`src/shared/ips_pkg.sv`:
```
// Package: register map, source numbering and carrier structs
package ips_pkg;

	// ==========================================================
	// Register byte addresses (APB, one aligned word each)
	localparam logic [11:0] ADDR_PRIO_HIGH_BASE  = 12'h0b7 * 12'h004;
	localparam logic [11:0] ADDR_PRIO_LOW_BASE   = 12'h0b8 * 12'h004;
	localparam logic [11:0] ADDR_PRIO_LOW_EXT    = 12'h0ef * 12'h004;
	localparam logic [11:0] ADDR_PRIO_HIGH_EXT   = 12'h0f7 * 12'h004;
	localparam logic [11:0] ADDR_PRIO_LOW_EXT2   = 12'h0fe * 12'h004;
	localparam logic [11:0] ADDR_PRIO_HIGH_EXT2  = 12'h0ff * 12'h004;
	localparam logic [11:0] ADDR_SERVICE_STATUS  = 12'h100 * 12'h004;

	// ==========================================================
	// Writable bit masks and reset values
	localparam logic [7:0] MASK_BASE  = 8'h7f;
	localparam logic [7:0] MASK_EXT   = 8'hff;
	localparam logic [7:0] MASK_EXT2  = 8'h07;
	localparam logic [7:0] PRIO_RESET = 8'h00;

	// ==========================================================
	// Sources and timing
	localparam int NUM_SRC     = 18;
	localparam int NUM_LVL     = 4;
	localparam int CALL_CYCLES = 4;
	localparam logic [2:0] CALL_LAST = 3'(CALL_CYCLES - 1);

	// Bit positions of the priority registers in the flattened source
	// vector: 0..6 base, 7..14 extended, 15..17 second extended
	localparam int SRC_BASE_LSB = 0;
	localparam int SRC_EXT_LSB  = 7;
	localparam int SRC_EXT2_LSB = 15;

	// Natural order, highest first, by flattened source index
	localparam logic [4:0] NAT_ORDER [NUM_SRC] = '{
		5'd0,  5'd5,  5'd11, 5'd1,  5'd7,  5'd6,  5'd2,  5'd8,  5'd3,
		5'd4,  5'd12, 5'd13, 5'd14, 5'd9,  5'd10, 5'd15, 5'd16, 5'd17};

	typedef enum logic [1:0] {
		IPS_IDLE = 2'b00,
		IPS_CALL = 2'b01,
		IPS_RET  = 2'b11
	} ips_state_t;

	// Request carrier from the sequencer
	typedef struct packed {
		logic [NUM_SRC-1:0] flags;     // Raw interrupt flags
		logic               last_cyc;  // Final cycle of instruction
		logic               prio_wr;   // Instruction writes enable/prio
		logic               return_from_interrupt;      // Return from interrupt
	} ips_req_t;

	// Call carrier to the sequencer
	typedef struct packed {
		logic       call;    // Vectored call in progress
		logic       start;   // First cycle of the call
		logic [4:0] src;     // Source being vectored
		logic [1:0] level;   // Its level
	} ips_call_t;

endpackage : ips_pkg

```
`src/ips_ctrl.sv`:
```
// Interrupt priority and service controller with APB register access
// ==========================================================
//
// Local design decision: the APB interface to the registers.
module ips_ctrl
(
	input  wire logic                pclk,       // System clock
	input  wire logic                presetn,    // Async reset, low
	input  wire logic                psel,       // APB select
	input  wire logic                penable,    // APB enable
	input  wire logic                pwrite,     // APB direction
	input  wire logic [11:0]         paddr,      // APB byte address
	input  wire logic [31:0]         pwdata,     // APB write data
	output logic                     pready,     // APB ready
	output logic [31:0]              prdata,     // APB read data
	output logic                     pslverr,    // APB error
	input  wire ips_pkg::ips_req_t   req,        // Sequencer request
	output ips_pkg::ips_call_t       call_out,   // Call to sequencer
	output logic [3:0]               in_service  // Per-level busy flags
);

	// ==========================================================
	// State record
	typedef struct packed {
		logic [7:0]            hi_base;
		logic [7:0]            lo_base;
		logic [7:0]            lo_ext;
		logic [7:0]            hi_ext;
		logic [7:0]            lo_ext2;
		logic [7:0]            hi_ext2;
		logic [3:0]            busy;
		ips_pkg::ips_state_t   state;
		logic [2:0]            cnt;
		ips_pkg::ips_call_t    call;
		logic                  ready;
		logic [31:0]           rdata;
		logic                  err;
	} ips_regs_t;

	ips_regs_t state_reg;
	ips_regs_t state_next;

	logic [ips_pkg::NUM_SRC-1:0] lo_bits;
	logic [ips_pkg::NUM_SRC-1:0] hi_bits;
	logic                        win_found;
	logic [4:0]                  win_src;
	logic [1:0]                  win_level;
	logic                        grant;
	logic                        apb_acc;

	// ==========================================================
	// True when a level equal to or above lvl is in service
	function automatic logic blocks(input logic [3:0] busy,
		input logic [1:0] lvl);
		logic b;
		b = 1'b0;
		for (int l = 0; l < ips_pkg::NUM_LVL; l++)
		begin
			if (busy[l] && l >= int'(lvl))
				b = 1'b1;
		end
		return b;
	endfunction : blocks

	// Clear the highest set in-service bit
	function automatic logic [3:0] pop_top(input logic [3:0] busy);
		logic [3:0] r;
		logic       done;
		r    = busy;
		done = 1'b0;
		for (int l = ips_pkg::NUM_LVL - 1; l >= 0; l--)
		begin
			if (r[l] && !done)
			begin
				r[l] = 1'b0;
				done = 1'b1;
			end
		end
		return r;
	endfunction : pop_top

	// Masked register read, upper bits zero
	function automatic logic [31:0] rd8(input logic [7:0] v,
		input logic [7:0] m);
		return {24'h000000, v & m};
	endfunction : rd8

	// Masked register write; bits with no source behind them stay zero
	function automatic logic [7:0] wr8(input logic [31:0] d,
		input logic [7:0] m);
		return d[7:0] & m;
	endfunction : wr8

	// ==========================================================
	// Flatten priority bits into per-source vectors
	assign lo_bits = {state_reg.lo_ext2[2:0], state_reg.lo_ext,
		state_reg.lo_base[6:0]};
	assign hi_bits = {state_reg.hi_ext2[2:0], state_reg.hi_ext,
		state_reg.hi_base[6:0]};

	// Combinational resolve of the raw flags, no latching of them
	ips_resolve u_resolve
	(
		.flags   (req.flags),
		.lo_bits (lo_bits),
		.hi_bits (hi_bits),
		.found   (win_found),
		.src     (win_src),
		.level   (win_level)
	);

	// Grant gating; a call already in flight also blocks, so the
	// sequencer never sees two overlapping hardware calls
	assign grant = win_found
		&& req.last_cyc
		&& !req.prio_wr && !req.return_from_interrupt
		&& !blocks(state_reg.busy, win_level)
		&& state_reg.state == ips_pkg::IPS_IDLE;

	assign apb_acc = psel && penable && !state_reg.ready;

	// ==========================================================
	// Next-state logic
	always_comb
	begin
		state_next            = state_reg;
		state_next.call.start = 1'b0;
		state_next.ready      = 1'b0;
		state_next.err        = 1'b0;

		// Service sequence: four-cycle call, one return cycle, then idle
		case (state_reg.state)
			ips_pkg::IPS_IDLE:
			begin
				if (grant)
				begin
					// Sequencer pushes PC only and loads the vector
					state_next.state      = ips_pkg::IPS_CALL;
					state_next.cnt        = 3'h0;
					state_next.call.call  = 1'b1;
					state_next.call.start = 1'b1;
					state_next.call.src   = win_src;
					state_next.call.level = win_level;
					state_next.busy[win_level] = 1'b1;
				end
			end
			ips_pkg::IPS_CALL:
			begin
				if (state_reg.cnt == ips_pkg::CALL_LAST)
				begin
					state_next.state     = ips_pkg::IPS_RET;
					state_next.call.call = 1'b0;
				end
				else
					state_next.cnt = state_reg.cnt + 3'h1;
			end
			ips_pkg::IPS_RET:
				state_next.state = ips_pkg::IPS_IDLE;
			default:
				state_next.state = ips_pkg::IPS_IDLE;
		endcase

		// Return pops in-service; plain return and stack content ignored
		if (req.return_from_interrupt && req.last_cyc)
			state_next.busy = pop_top(state_reg.busy);

		// APB slave, one wait state, flags are never cleared here
		if (apb_acc)
		begin
			state_next.ready = 1'b1;
			state_next.rdata = 32'h00000000;
			case (paddr)
				// Base high: bit 7 has no source behind it
				ips_pkg::ADDR_PRIO_HIGH_BASE:
				begin
					if (pwrite)
						state_next.hi_base = wr8(pwdata, ips_pkg::MASK_BASE);
					else
						state_next.rdata = rd8(state_reg.hi_base,
							ips_pkg::MASK_BASE);
				end
				// Base low: same layout as base high
				ips_pkg::ADDR_PRIO_LOW_BASE:
				begin
					if (pwrite)
						state_next.lo_base = wr8(pwdata, ips_pkg::MASK_BASE);
					else
						state_next.rdata = rd8(state_reg.lo_base,
							ips_pkg::MASK_BASE);
				end
				// Extended low: all eight bits in use
				ips_pkg::ADDR_PRIO_LOW_EXT:
				begin
					if (pwrite)
						state_next.lo_ext = wr8(pwdata, ips_pkg::MASK_EXT);
					else
						state_next.rdata = rd8(state_reg.lo_ext,
							ips_pkg::MASK_EXT);
				end
				// Extended high: pairs bit for bit with extended low
				ips_pkg::ADDR_PRIO_HIGH_EXT:
				begin
					if (pwrite)
						state_next.hi_ext = wr8(pwdata, ips_pkg::MASK_EXT);
					else
						state_next.rdata = rd8(state_reg.hi_ext,
							ips_pkg::MASK_EXT);
				end
				// Second extended low: only three sources
				ips_pkg::ADDR_PRIO_LOW_EXT2:
				begin
					if (pwrite)
						state_next.lo_ext2 = wr8(pwdata, ips_pkg::MASK_EXT2);
					else
						state_next.rdata = rd8(state_reg.lo_ext2,
							ips_pkg::MASK_EXT2);
				end
				// Second extended high: same three sources
				ips_pkg::ADDR_PRIO_HIGH_EXT2:
				begin
					if (pwrite)
						state_next.hi_ext2 = wr8(pwdata, ips_pkg::MASK_EXT2);
					else
						state_next.rdata = rd8(state_reg.hi_ext2,
							ips_pkg::MASK_EXT2);
				end
				// Status is read-only; a write is refused with an error
				ips_pkg::ADDR_SERVICE_STATUS:
				begin
					if (pwrite)
						state_next.err = 1'b1;
					else
						state_next.rdata = {25'h0, state_reg.call.call,
							state_reg.state, state_reg.busy};
				end
				// Unmapped offsets answer with an error and change nothing
				default:
					state_next.err = 1'b1;
			endcase
		end
	end

	// ==========================================================
	// State register
	always_ff @(posedge pclk or negedge presetn)
	begin
		if (!presetn)
		begin
			state_reg         <= '0;
			state_reg.hi_base <= ips_pkg::PRIO_RESET;
			state_reg.lo_base <= ips_pkg::PRIO_RESET;
			state_reg.state   <= ips_pkg::IPS_IDLE;
		end
		else
			state_reg <= state_next;
	end

	// ==========================================================
	// Outputs straight from flops
	assign pready     = state_reg.ready;
	assign prdata     = state_reg.rdata;
	assign pslverr    = state_reg.err;
	assign call_out   = state_reg.call;
	assign in_service = state_reg.busy;

endmodule : ips_ctrl

```
`src/ips_resolve.sv`:
```
// Priority resolver: picks the winning pending source
module ips_resolve
(
	input  wire logic [ips_pkg::NUM_SRC-1:0] flags,   // Sampled flags
	input  wire logic [ips_pkg::NUM_SRC-1:0] lo_bits, // Low priority bits
	input  wire logic [ips_pkg::NUM_SRC-1:0] hi_bits, // High priority bits
	output logic                             found,   // Any pending
	output logic [4:0]                       src,     // Winner index
	output logic [1:0]                       level    // Winner level
);

	// ==========================================================
	// Scan in natural order; strict compare keeps the earlier one
	always_comb
	begin
		logic [4:0] idx;
		logic [1:0] lvl;
		idx   = 5'h00;
		lvl   = 2'h0;
		found = 1'b0;
		src   = 5'h00;
		level = 2'h0;
		for (int i = 0; i < ips_pkg::NUM_SRC; i++)
		begin
			idx = ips_pkg::NAT_ORDER[i];
			lvl = {hi_bits[idx], lo_bits[idx]};
			if (flags[idx] && (!found || lvl > level))
			begin
				found = 1'b1;
				src   = idx;
				level = lvl;
			end
		end
	end

endmodule : ips_resolve

```
`config.mk`:
```
export PLATFORM = sky130hd
export DESIGN_NAME = ips_ctrl
export DESIGN_NICKNAME = d
export VERILOG_FILES = /design/src/shared/ips_pkg.sv /design/src/ips_ctrl.sv /design/src/ips_resolve.sv
export SDC_FILE = /design/constraint.sdc
export NUM_CORES = 1
export LEC_CHECK = 0
export BUFFER_PORTS_ARGS = -buffer_cell sky130_fd_sc_hd__buf_2
export CORE_ASPECT_RATIO = 1.75
export CORE_MARGIN = 4
export CORE_UTILIZATION = 31
export CTS_CLUSTER_DIAMETER = 30
export CTS_CLUSTER_SIZE = 40
export DETAILED_ROUTE_END_ITERATION = 16
export SLEW_MARGIN = 20
export SYNTH_ARGS = -nofsm -noshare
export SYNTH_HDL_FRONTEND = slang
export SYNTH_SLANG_ARGS = --single-unit
```
`constraint.sdc`:
```
create_clock -name pclk -period 58.4 [get_ports pclk]
set_clock_uncertainty 0.1 [all_clocks]
set_input_delay 8.76 -clock pclk [delete_from_list [all_inputs] [get_ports pclk]]
set_output_delay 8.76 -clock pclk [all_outputs]
set_load 0.02 [all_outputs]
```
### Word-level counts from Yosys, hierarchy flattened

Index checks and enable logic that the tools add are counted.

| cells by class | value |
|---|---|
| bitwise logic cells | 1 |
| reductions and logical operators | 92 |
| mux-type cells | 88 |
| $add $sub $neg | 1 |
| equal/unequal tests | 15 |
| order comparisons | 22 |

Operators by type and width:

| kind | number |
|---|---|
| 32-bit one-hot mux with 7 select lines | 1 |
| 12-bit by 10-bit equality test with 1-bit output, second input constant | 6 |
| 4-bit 2-to-1 mux | 16 |
| 2-bit 2-to-1 mux | 19 |
| 2-bit > comparator | 17 |
| 1-bit 2-to-1 mux | 34 |
| 34-bit 2-to-1 mux | 1 |
| 3-bit AND reduction | 11 |
| 1-bit logical AND | 32 |
| 1-bit logical NOT | 24 |
| 8-bit 2-to-1 mux | 3 |
| 7-bit 2-to-1 mux | 3 |
| 18-bit 2-to-1 mux | 1 |
| 1-bit logical OR | 17 |
| 12-bit by 11-bit equality test with 1-bit output, second input constant | 1 |
| 3-bit 2-to-1 mux | 4 |
| 5-bit 2-to-1 mux | 2 |
| 4-bit one-hot mux with 2 select lines | 1 |
| 2-bit by 1-bit != test with 1-bit output, second input constant | 3 |
| 2-bit != test, second input constant | 3 |
| 2-bit AND reduction | 3 |
| 2-bit nonzero test | 3 |
| 6-bit OR reduction | 1 |
| 1-bit by 2-bit greater-or-equal comparator with 1-bit output, first input constant | 2 |
| other kinds (11) | 11 |

| word-level totals | value |
|---|---|
| register bits after elaboration | 88 |

### Depth between registers and ports, before layout

Gate-level depths: netlist (run 1).

| logic depth | value |
|---|---|
| depth in word-level cells | 81 |
| depth in mapped cells | 116 |
| mapped depth without buffers | 114 |

### Modules after synthesis

A second synthesis (run 1) with hierarchy kept.

| second synthesis, totals | value |
|---|---|
| cell total of the unflattened synthesis | 622 |
| area, all modules | 5502.8 um2 |

Modules (own cells, without submodules):

| module | cells an instance | instances | area an instance (um2) |
|---|---|---|---|
| ips_ctrl | 317 | 1 | 3462.1 |
| ips_resolve | 305 | 1 | 2040.7 |

### Worst setup path before layout (run 1)

OpenSTA, ideal clock, no wires.

| timing path | value |
|---|---|
| kind | input port to flip-flop |
| start point | input req[3] (netlist bit) |
| end point | register state_reg (netlist bit call_out[1]) |
| setup slack | 28321 ps |
| stages | 111 |
| arrival time | 29854 ps |
| cells stage by stage | buf_6 -> nand2_1 -> ha_1 -> nor2b_1 -> o311a_1 -> a32o_1 -> inv_1 -> ha_1 -> nor2b_1 -> o311a_1 -> a221o_1 -> a21boi_0 -> ha_1 -> nand2_1 -> o211a_1 -> or4_1 -> o221ai_1 -> ha_1 -> (+75 left out) -> ha_1 -> nor2b_1 -> o21ai_0 -> a21boi_4 -> inv_1 -> o211ai_1 -> and2_1 -> ha_1 -> nor2b_1 -> o21ai_0 -> nand2_1 -> nand2_1 -> a41o_1 -> a32oi_1 -> o21ai_2 -> a211oi_4 -> buf_6 -> mux2_4 |

| on the way | value |
|---|---|
| cells in the longest elaborated chain, start to end | 79 |

RTL lines:

| what | line | text |
|---|---|---|
| start: declaration | ips_ctrl.sv:17 | `input wire ips_pkg::ips_req_t req,` |
| 2-bit 2-to-1 mux or 1-bit 2-to-1 mux (tied branches) | ips_resolve.sv:27 | `if (flags[idx] && (!found \|\| lvl > level))` |
| 2-bit > comparator or 1-bit logical NOT (tied branches) | ips_resolve.sv:27 |  |
| 1-bit logical OR | ips_resolve.sv:27 |  |
| 1-bit logical AND | ips_resolve.sv:27 |  |
| 2-bit 2-to-1 mux or 1-bit 2-to-1 mux (tied branches) | ips_resolve.sv:27 |  |
| 2-bit > comparator or 1-bit logical NOT (tied branches) | ips_resolve.sv:27 |  |
| 1-bit logical OR | ips_resolve.sv:27 |  |
| 1-bit logical AND | ips_resolve.sv:27 |  |
| (+60 left out) | n/a |  |
| 2-bit 2-to-1 mux | ips_resolve.sv:27 |  |
| 1-bit by 2-bit greater-or-equal comparator with 1-bit output | ips_ctrl.sv:59 | `if (busy[l] && l >= int'(lvl))` |
| 1-bit logical AND | ips_ctrl.sv:59 |  |
| 1-bit 2-to-1 mux (4 in a row) | ips_ctrl.sv:59 |  |
| 1-bit logical NOT | ips_ctrl.sv:117 | `&& !blocks(state_reg.busy, win_level)` |
| 1-bit logical AND | ips_ctrl.sv:117 |  |
| 1-bit logical AND | ips_ctrl.sv:118 | `&& state_reg.state == ips_pkg::IPS_IDLE;` |
| 2-bit AND reduction (no line) | n/a |  |
| end signal: assignment | ips_ctrl.sv:255 | `state_reg <= state_next;` |
| end: declaration | ips_ctrl.sv:40 | `ips_regs_t state_reg;` |

Parallel ways exist; a longest one is shown, timed or not.
A chain may end at the register's enable or synchronous reset.

### Final worst setup path (run 1)

| timing path | value |
|---|---|
| start point | input req[3] (netlist bit) |
| end point | register state_reg (netlist bit call_out[2]) |

Same word-level chain as after synthesis.

==> metrics, run 1 <==
outcome=completed; half-perimeter wire length of the detailed placement result=13000 µm; Post-Synthesis Mean Instance Area=8.93 µm²; RSZ-0062 raised after global routing=false; max frequency=29.0 MHz; Syn Std Cell Area=0.00528 mm²; Final nets=734; count of clock tree sinks=64; async set or reset register ratio after synthesis=1.00; sum of negative setup slack=0 ns; post-synthesis sequential area ratio=0.303; switching power summed over all nets=0.0766 mW; class of the worst hold path=register to register; Worst setup SP type=primary input; horizontal extent of the die=107 µm; CTS buffer count=9; count of flip-flops with a built-in enable after synthesis=0; Global Route Usage Sum=0.164; number of max-cap violations=0; maximum clock path buffer count=2; CP max-delay cell=sky130_fd_sc_hd__o41ai_2; critical path type=primary input to register; largest net degree at the start of global routing=65; power per cell area=33.2 mW/mm²; top fanout value on the critical path=13; part of the power in the clock network=0.275; Hold Violations, Final=0; number of diodes added for antenna fixing=0; antenna violations before repair=1; worst-case headroom to the max-slew limit=0.336; stage delay of the slowest cell on the critical path=0.71 ns; max-slew violation count=0; worst vdd rail ir drop=0.0000165 V; Layout Area Growth over Synthesis=11.6%; cells taking the most area after synthesis=sky130_fd_sc_hd__dfrtp_1, sky130_fd_sc_hd__buf_4, sky130_fd_sc_hd__ha_1, sky130_fd_sc_hd__mux2_2, sky130_fd_sc_hd__nand2_1; Worst Max-Slew Pin Slew=0.989 ns; library cell with the largest summed area after synthesis=sky130_fd_sc_hd__dfrtp_1; initial cell density of the core=0.318; per-cell via count in the routed design=5.42; number of register bits inferred by synthesis=64; detailed-route via count=4698; setup repair bufs after CTS=0; die outline height=181 µm; number of global-route vias before repair=4646; count of endpoints failing setup in the final report=0; Overall Power=0.196 mW; leftover overflow at the end of global routing=0; commonest non-fill, non-tap cell in the layout=sky130_fd_sc_hd__nand2_1; Tcrit/Tclk final=0.590; fraction of synthesized cell area taken by the top area cell type=0.303; Post-CTS Resized=0; static leakage=2.79 nW; Gate power share=0.447; number of nets with antenna violations after routing=0; number of placement rows=62; CTS tree=yes; most common cell type on the critical path=sky130_fd_sc_hd__ha_1; number of I/O pins=117; worst-case hold slack=0.403 ns; DRC viols=0; most frequent cells in the layout=sky130_fd_sc_hd__nand2_1, sky130_fd_sc_hd__buf_2, sky130_fd_sc_hd__dfrtp_1; global-route wire length before repair=24600 µm; IO buf count=68; final standard cell utilization of the core=0.355; standard cell core area=0.0166 mm²; Max H-tree Level=3; area of the die=0.0193 mm²; number of synthesis warnings=0; kind of capture point of the worst setup path=register; number of search-and-repair iterations in the first detailed-routing pass=5; source-to-sink clock delay at the later pin of the worst-skew pair=0.33 ns; final weighted congestion in routability-driven placement=0.902; clock slew seen by the registers of the worst setup and hold paths=0.05 ns; min cycle time layout=34.47 ns; arrival time of the worst setup path=34.58 ns; Top FF cell, synth=sky130_fd_sc_hd__dfrtp_1; relative contribution of sequential cells to total power=0.278; Synth cell types=80; WL per Instance=18.5 µm; required time at the endpoint of the critical path=58.51 ns; hold_buf cts=0; share of layout cells above drive strength 1=0.218; internal portion of total power=0.119 mW; wire length reported by the detailed router=16000 µm; clock root buffer=sky130_fd_sc_hd__clkbuf_16; DRC violation total after the first TritonRoute iteration=273; sw frac=0.391; synthesized instance count=592
power by group through the flow:
stage	sequential (mW)	clock, mW	combinational [mW]
final	0.0544	0.0539	0.0876
after global routing	0.0551	0.0565	0.0974
after CTS	0.0545	0.0547	0.0876
after detailed placement	0.0552	0	0.0871
after global placement	0.0552	0	0.0859
after floorplan	0.0535	0	0.0711
final timing paths:
kind / from / cells past startpoint / to / slack, ns
max in group asynchronous: presetn / 2 / call_out[2] / 49.16
setup / recovery: req[3] / 110 / call_out[2] / 23.93
hold / removal: call_out[2] / 1 / call_out[2] / 0.40
hold reg to reg: call_out[2] / 1 / call_out[2] / 0.40
setup reg to reg: hi_bits[0] / 109 / call_out[2] / 32.13
min in group asynchronous: presetn / 2 / prdata[3] / 8.50
synthesized netlist by cell type (7+ instances only):
| library cell | instances |
|---|---|
| sky130_fd_sc_hd__buf_4 | 45 |
| sky130_fd_sc_hd__ha_1 | 27 |
| sky130_fd_sc_hd__nor3_1 | 9 |
| sky130_fd_sc_hd__a21o_1 | 10 |
| sky130_fd_sc_hd__nor2_1 | 37 |
| sky130_fd_sc_hd__o21ai_0 | 38 |
| sky130_fd_sc_hd__mux2_2 | 26 |
| sky130_fd_sc_hd__and3_1 | 7 |
| sky130_fd_sc_hd__a21oi_1 | 11 |
| sky130_fd_sc_hd__nand2_1 | 69 |
| sky130_fd_sc_hd__dfrtp_1 | 64 |
| sky130_fd_sc_hd__nand3_1 | 24 |
| sky130_fd_sc_hd__a22o_1 | 11 |
| sky130_fd_sc_hd__clkbuf_1 | 10 |
| sky130_fd_sc_hd__and2_1 | 9 |
| sky130_fd_sc_hd__o211ai_1 | 10 |
| sky130_fd_sc_hd__nor2b_1 | 11 |
| sky130_fd_sc_hd__a22oi_1 | 8 |
| sky130_fd_sc_hd__a222oi_1 | 8 |
| sky130_fd_sc_hd__inv_1 | 27 |
critical path, delay by kind of cell:
| family | cells | cell delay (ns) |
|---|---|---|
| multiplexers | 4 | 1.50 |
| AND/OR/NAND/NOR | 39 | 5.83 |
| AO/OA/AOI/OAI | 44 | 12.71 |
| buffers and inverters | 5 | 0.76 |
| adder cells (fa/ha/maj) | 18 | 4.99 |
metal layers:
layer | GRT usage | routed length, µm | vias to the layer above | share of wire
met1 | 0.163 | 5670 | 2250 | 0.35
met3 | 0.0214 | 601 | 45 | 0.038
met5 | 0 | 7 | - | 0.00044
met4 | 0.102 | 998 | 2 | 0.062
met2 | 0.312 | 8720 | 139 | 0.55
li1 | - | - | 2262 | -
area by class of cell:
type                    instances  area (µm²)
clock buffers                  13         260
clock inverters                 3        40.0
fillers                      1758       10700
inverters                      27         101
multi-input cells             465        3260
flip-flops and latches         64        1600
well taps                     224         280
repair buffers                 70         355
stage by stage:
step / instances / instance area (µm²) / worst slack, ns
global route: 866 / 5900 / 22.07
floorplan: 615 / 5370 / 28.32
finish: 866 / 5900 / 23.93
global placement: 850 / 5600 / 23.92
detailed placement: 850 / 5600 / 23.70
CTS: 866 / 5900 / 24.01
cell families after synthesis:
group           synth area share
simple gates               0.197
other cells             0.000710
compound gates             0.265
buf+inv                   0.0976
fa+ha+maj                 0.0677
flops                      0.303
mux                       0.0687
Power figures use the tool's default switching activity.
==> run 2, diff against run 1 <==
clock period = 33 ns   (was 58.4 ns; I/O delays follow)
==> metrics, run 2 (synthesis gave the netlist of run 1 again) <==
maximum clock path buffer count=2 (unchanged); Layout Area Growth over Synthesis=11.9%; Worst setup SP type=primary input; number of nets with antenna violations after routing=0 (unchanged); sw frac=0.385 (-0.00607); antenna violations before repair=0 (-1); Hold Violations, Final=0 (unchanged); number of diodes added for antenna fixing=0 (unchanged); critical path type=primary input to register; Global Route Usage Sum=0.166 (+0.00169); register-to-register setup slack=6.88 ns (-25.25 ns); largest net degree at the start of global routing=65 (unchanged); kind of capture point of the worst setup path=register; detailed-route via count=4757 (+1.3%); share of layout cells above drive strength 1=0.217 (-0.00156); min cycle time layout=30.51 ns; hold_buf cts=0 (unchanged); global-route wire length before repair=25100 µm (+2.2%); worst vdd rail ir drop=0.0000265 V (+61%); clock slew seen by the registers of the worst setup and hold paths=0.05 ns (about the same); CTS tree=yes; leftover overflow at the end of global routing=0 (unchanged); CTS buffer count=9 (unchanged); standard cell core area=0.0166 mm² (unchanged); per-cell via count in the routed design=5.49 (+1.3%); sum of negative setup slack=0 ns (unchanged); initial cell density of the core=0.318 (unchanged); wire length reported by the detailed router=16000 µm (+0.31%); count of endpoints failing setup in the final report=0 (unchanged); Max H-tree Level=3 (unchanged); most frequent cells in the layout=sky130_fd_sc_hd__nand2_1, sky130_fd_sc_hd__buf_2, sky130_fd_sc_hd__dfrtp_1; WL per Instance=18.5 µm (+0.31%); Gate power share=0.438 (-0.009); static leakage=2.79 nW (+0.15%); stage delay of the slowest cell on the critical path=0.68 ns (-0.03 ns); most common cell type on the critical path=sky130_fd_sc_hd__ha_1; outcome=completed; DRC viols=0 (unchanged); final weighted congestion in routability-driven placement=0.899 (-0.34%); internal portion of total power=0.217 mW (+82%); required time at the endpoint of the critical path=33.11 ns (-25.40 ns); power per cell area=59.7 mW/mm² (+80%); number of global-route vias before repair=4733 (+1.9%); half-perimeter wire length of the detailed placement result=13100 µm (+0.72%); number of I/O pins=117 (unchanged); worst setup timing slack at the placement stage=2.12 ns (-21.58 ns); switching power summed over all nets=0.136 mW (+77%); number of placement rows=62 (unchanged); worst-case headroom to the max-slew limit=0.355 (+0.0189); number of search-and-repair iterations in the first detailed-routing pass=8 (+3); relative contribution of sequential cells to total power=0.273 (-0.005); top fanout value on the critical path=13 (unchanged); area of the die=0.0193 mm² (unchanged); Post-CTS Resized=0 (unchanged); final critical-path setup slack=2.49 ns (-21.44 ns); number of max-cap violations=0 (unchanged); DRC violation total after the first TritonRoute iteration=300 (+9.9%); part of the power in the clock network=0.289 (+0.014); max-slew violation count=0 (unchanged); horizontal extent of the die=107 µm (unchanged); CP max-delay cell=sky130_fd_sc_hd__o41ai_2; Worst Max-Slew Pin Slew=0.960 ns (-0.0282 ns); Final nets=734 (unchanged); commonest non-fill, non-tap cell in the layout=sky130_fd_sc_hd__nand2_1; IO buf count=68 (unchanged); source-to-sink clock delay at the later pin of the worst-skew pair=0.33 ns (about the same); class of the worst hold path=register to register; arrival time of the worst setup path=30.62 ns (-3.96 ns); die outline height=181 µm (unchanged); clock root buffer=sky130_fd_sc_hd__clkbuf_16; Tcrit/Tclk final=0.925; max frequency=32.8 MHz; count of clock tree sinks=64 (unchanged); RSZ-0062 raised after global routing=false; setup repair bufs after CTS=0 (unchanged)
## run 2: cell types whose count changed in the layout (fill, tap and decap cells not counted), sizes merged
cell / change
bufinv: +1
clkinv: -1
## run 2: power groups by stage
stage                     logic (mW)  registers, mW  clock network, mW
after detailed placement       0.155         0.0978                  0
final                          0.155         0.0963              0.102
after global routing           0.173         0.0976              0.107
after CTS                      0.155         0.0964              0.103
after global placement         0.152         0.0976                  0
after floorplan                0.126         0.0947                  0
## run 2: worst paths after layout
| path | start | to | cells past startpoint |
|---|---|---|---|
| min reg2reg | prdata[3] | prdata[3] | 1 |
| max | req[3] | call_out[3] | 110 |
| max in group asynchronous | presetn | hi_bits[0] | 2 |
| min | prdata[3] | prdata[3] | 1 |
| min in group asynchronous | presetn | prdata[3] | 2 |
| max reg2reg | hi_bits[0] | call_out[3] | 109 |
## run 2: per-layer routing
metal	GRT usage	routed length, µm
met1	0.164	5580
met4	0.0932	833
met2	0.321	8980
met5	0	0
met3	0.0211	654
## run 2: stage by stage
stage	cell area [µm²]	hold WS, ns	total power, mW	utilization	std cells
after floorplan	5370	0.373	0.221	-	615
after global placement	5600	0.389	0.249	0.337	850
after detailed placement	5600	0.393	0.252	0.337	850
after CTS	5910	0.405	0.355	0.356	866
after global routing	5910	0.422	0.378	0.356	866
final	5910	0.400	0.353	0.356	866
## run 2: area by class of cell
class / instances / area (µm²)
Fill cell: 1761 / 10700
Multi-Input combinational cell: 465 / 3260
Sequential cell: 64 / 1600
Timing Repair Buffer: 70 / 355
Tap cell: 224 / 280
Clock buffer: 13 / 250
Inverter: 27 / 101
Clock inverter: 3 / 65.1
## run 2: critical path: cells and delay by family
kind                     cells  cell delay, ns
AO/OA/AOI/OAI               44           12.69
adder cells (fa/ha/maj)     18            4.90
buffers and inverters        5            0.77
multiplexers                 4            1.51
AND/OR/NAND/NOR             39            5.78
==> run 3, diff against run 2 <==
CELL_PAD_IN_SITES_DETAIL_PLACEMENT = 1   (was unset)
CELL_PAD_IN_SITES_GLOBAL_PLACEMENT = 1   (was unset)
PLACE_DENSITY_LB_ADDON = 0.1   (was unset)
==> metrics, run 3 (synthesis gave the netlist of run 1 again) <==
area of the die=0.0193 mm² (unchanged); power per cell area=59.4 mW/mm² (-0.39%); Critical Path Stages=112 (+1.8%); number of max-cap violations=0 (unchanged); final standard cell utilization of the core=0.357 (+0.000980); Hold Violations, Final=0 (unchanged); static leakage=2.80 nW (+0.11%); number of global-route vias before repair=5105 (+7.9%); leftover overflow at the end of global routing=0 (unchanged); worst vdd rail ir drop=0.0000223 V (-16%); largest net degree at the start of global routing=65 (unchanged); number of search-and-repair iterations in the first detailed-routing pass=5 (-3); outcome=completed; per-cell via count in the routed design=5.45 (-0.82%); clock slew seen by the registers of the worst setup and hold paths=0.05 ns (about the same); most frequent cells in the layout=sky130_fd_sc_hd__nand2_1, sky130_fd_sc_hd__buf_2, sky130_fd_sc_hd__dfrtp_1; sum of negative setup slack=0 ns (unchanged); top fanout value on the critical path=10 (-3); Buf/Inv on CP=6 (+1); number of placement rows=62 (unchanged); most common cell type on the critical path=sky130_fd_sc_hd__ha_1; worst-case headroom to the max-slew limit=0.394 (+0.0395); Placed Instances=850 (unchanged); maximum clock path buffer count=2 (unchanged); antenna violations before repair=0 (unchanged); Worst Max-Slew Pin Slew=0.902 ns (-0.0588 ns); number of nets with antenna violations after routing=0 (unchanged); detailed-route via count=4729 (-0.59%); DRC violation total after the first TritonRoute iteration=175 (-42%); min cycle time layout=30.51 ns (+0.00158 ns); source-to-sink clock delay at the later pin of the worst-skew pair=0.34 ns (about the same); IO buf count=68 (unchanged); WL per Instance=20.5 µm (+11%); initial cell density of the core=0.318 (unchanged); cells on worst reg2reg path=111 (+1.8%); standard cell core area=0.0166 mm² (unchanged); Worst setup SP type=primary input; hold_buf cts=0 (unchanged); half-perimeter wire length of the detailed placement result=14800 µm (+13%); Global Route Usage Sum=0.190 (+0.0239); global-route wire length before repair=28300 µm (+13%); required time at the endpoint of the critical path=33.12 ns (about the same); count of cells along the worst hold path=1 (unchanged); Finished Layout Cells=868 (+0.23%); count of endpoints failing setup in the final report=0 (unchanged); CP max-delay cell=sky130_fd_sc_hd__o41ai_2; Max H-tree Level=3 (unchanged); share of layout cells above drive strength 1=0.227 (+0.0102); CTS tree=yes; horizontal extent of the die=107 µm (unchanged); max-slew violation count=0 (unchanged); family of cells with the greatest summed delay on the critical path=compound AO/OA/AOI/OAI gates; CTS buffer count=9 (unchanged); die outline height=181 µm (unchanged); clock root buffer=sky130_fd_sc_hd__clkbuf_16; arrival time of the worst setup path=30.63 ns (about the same); number of diodes added for antenna fixing=0 (unchanged); count of clock tree sinks=64 (unchanged); Tcrit/Tclk final=0.925 (about the same); Layout Area Growth over Synthesis=12.2%; wire length reported by the detailed router=17800 µm (+11%); commonest non-fill, non-tap cell in the layout=sky130_fd_sc_hd__nand2_1; final weighted congestion in routability-driven placement=0.894 (-0.60%); number of I/O pins=117 (unchanged); stage delay of the slowest cell on the critical path=0.72 ns (+0.04 ns); class of the worst hold path=register to register; kind of capture point of the worst setup path=register; critical path type=primary input to register; Final nets=736 (+0.27%); DRC viols=0 (unchanged); max frequency=32.8 MHz (about the same); RSZ-0062 raised after global routing=false
run 3: changes by cell type in the layout (fill, tap and decap cells not counted):
cell and delta:
sky130_fd_sc_hd__clkbuf_1 -3, sky130_fd_sc_hd__buf_4 +2, sky130_fd_sc_hd__clkinvlp_4 +2, sky130_fd_sc_hd__a2111oi_1 -1, sky130_fd_sc_hd__a2111oi_2 +1, sky130_fd_sc_hd__bufinv_16 -1
sky130_fd_sc_hd__clkinv_4 +1, sky130_fd_sc_hd__inv_6 +1, sky130_fd_sc_hd__nor3_1 -1, sky130_fd_sc_hd__nor3_2 +1
run 3: routing by layer:
layer  up-vias  wire length (µm)  global-route usage  share of wire
li1       2268                 -                   -              -
met5         -                 0                   0              0
met3        28               473              0.0225          0.027
met4         0               454              0.0584          0.025
met1      2347              6580               0.201           0.37
met2        86             10300               0.377           0.58
run 3: power by group:
part           leakage [nW]  switching, mW  internal, mW  total [mW]
Sequential            0.792        0.00886        0.0881      0.0970
Clock                 0.145         0.0373        0.0607      0.0980
Combinational          1.86         0.0962        0.0612       0.157
run 3: final cells by class:
| class | count | area, µm² |
|---|---|---|
| fill | 2006 | 10700 |
| multi-input combinational | 465 | 3270 |
| sequential | 64 | 1600 |
| timing repair buffer | 72 | 370 |
| tap | 224 | 280 |
| clock buffer | 10 | 239 |
| inverter | 27 | 101 |
| clock inverter | 6 | 67.6 |
run 3: timing repair:
item                       CTS  global route
setup endpoints to repair    0            11
resized for setup            0             1
setup buffers                0             2
run 3: path summary, 6_finish.rpt:
| check | from | endpoint | slack, ns |
|---|---|---|---|
| max | req[3] | call_out[2] | 2.49 |
| min | call_out[0] | call_out[0] | 0.40 |
| max reg2reg | hi_bits[0] | call_out[2] | 6.84 |
| min reg2reg | call_out[0] | call_out[0] | 0.40 |
| max in group asynchronous | presetn | call_out[1] | 27.55 |
| min in group asynchronous | presetn | state_reg[45] | 4.69 |
run 3: through the flow:
stage	power [mW]	hold slack [ns]	setup slack (ns)	area [µm²]
floorplan	0.221	0.373	6.73	5370
global placement	0.254	0.387	1.99	5600
detailed placement	0.257	0.392	1.62	5600
CTS	0.357	0.405	1.89	5900
global route	0.381	0.414	0.134	5930
finish	0.352	0.400	2.49	5930
run 3: worst reg2reg max path: cells and delay by family, from the launching register on:
kind                     cells  cell delay, ns
flip-flops                   1            0.43
AO/OA/AOI/OAI               44           12.39
adder cells (fa/ha/maj)     18            4.81
multiplexers                 4            1.37
buffers and inverters        5            0.78
AND/OR/NAND/NOR             40            6.14
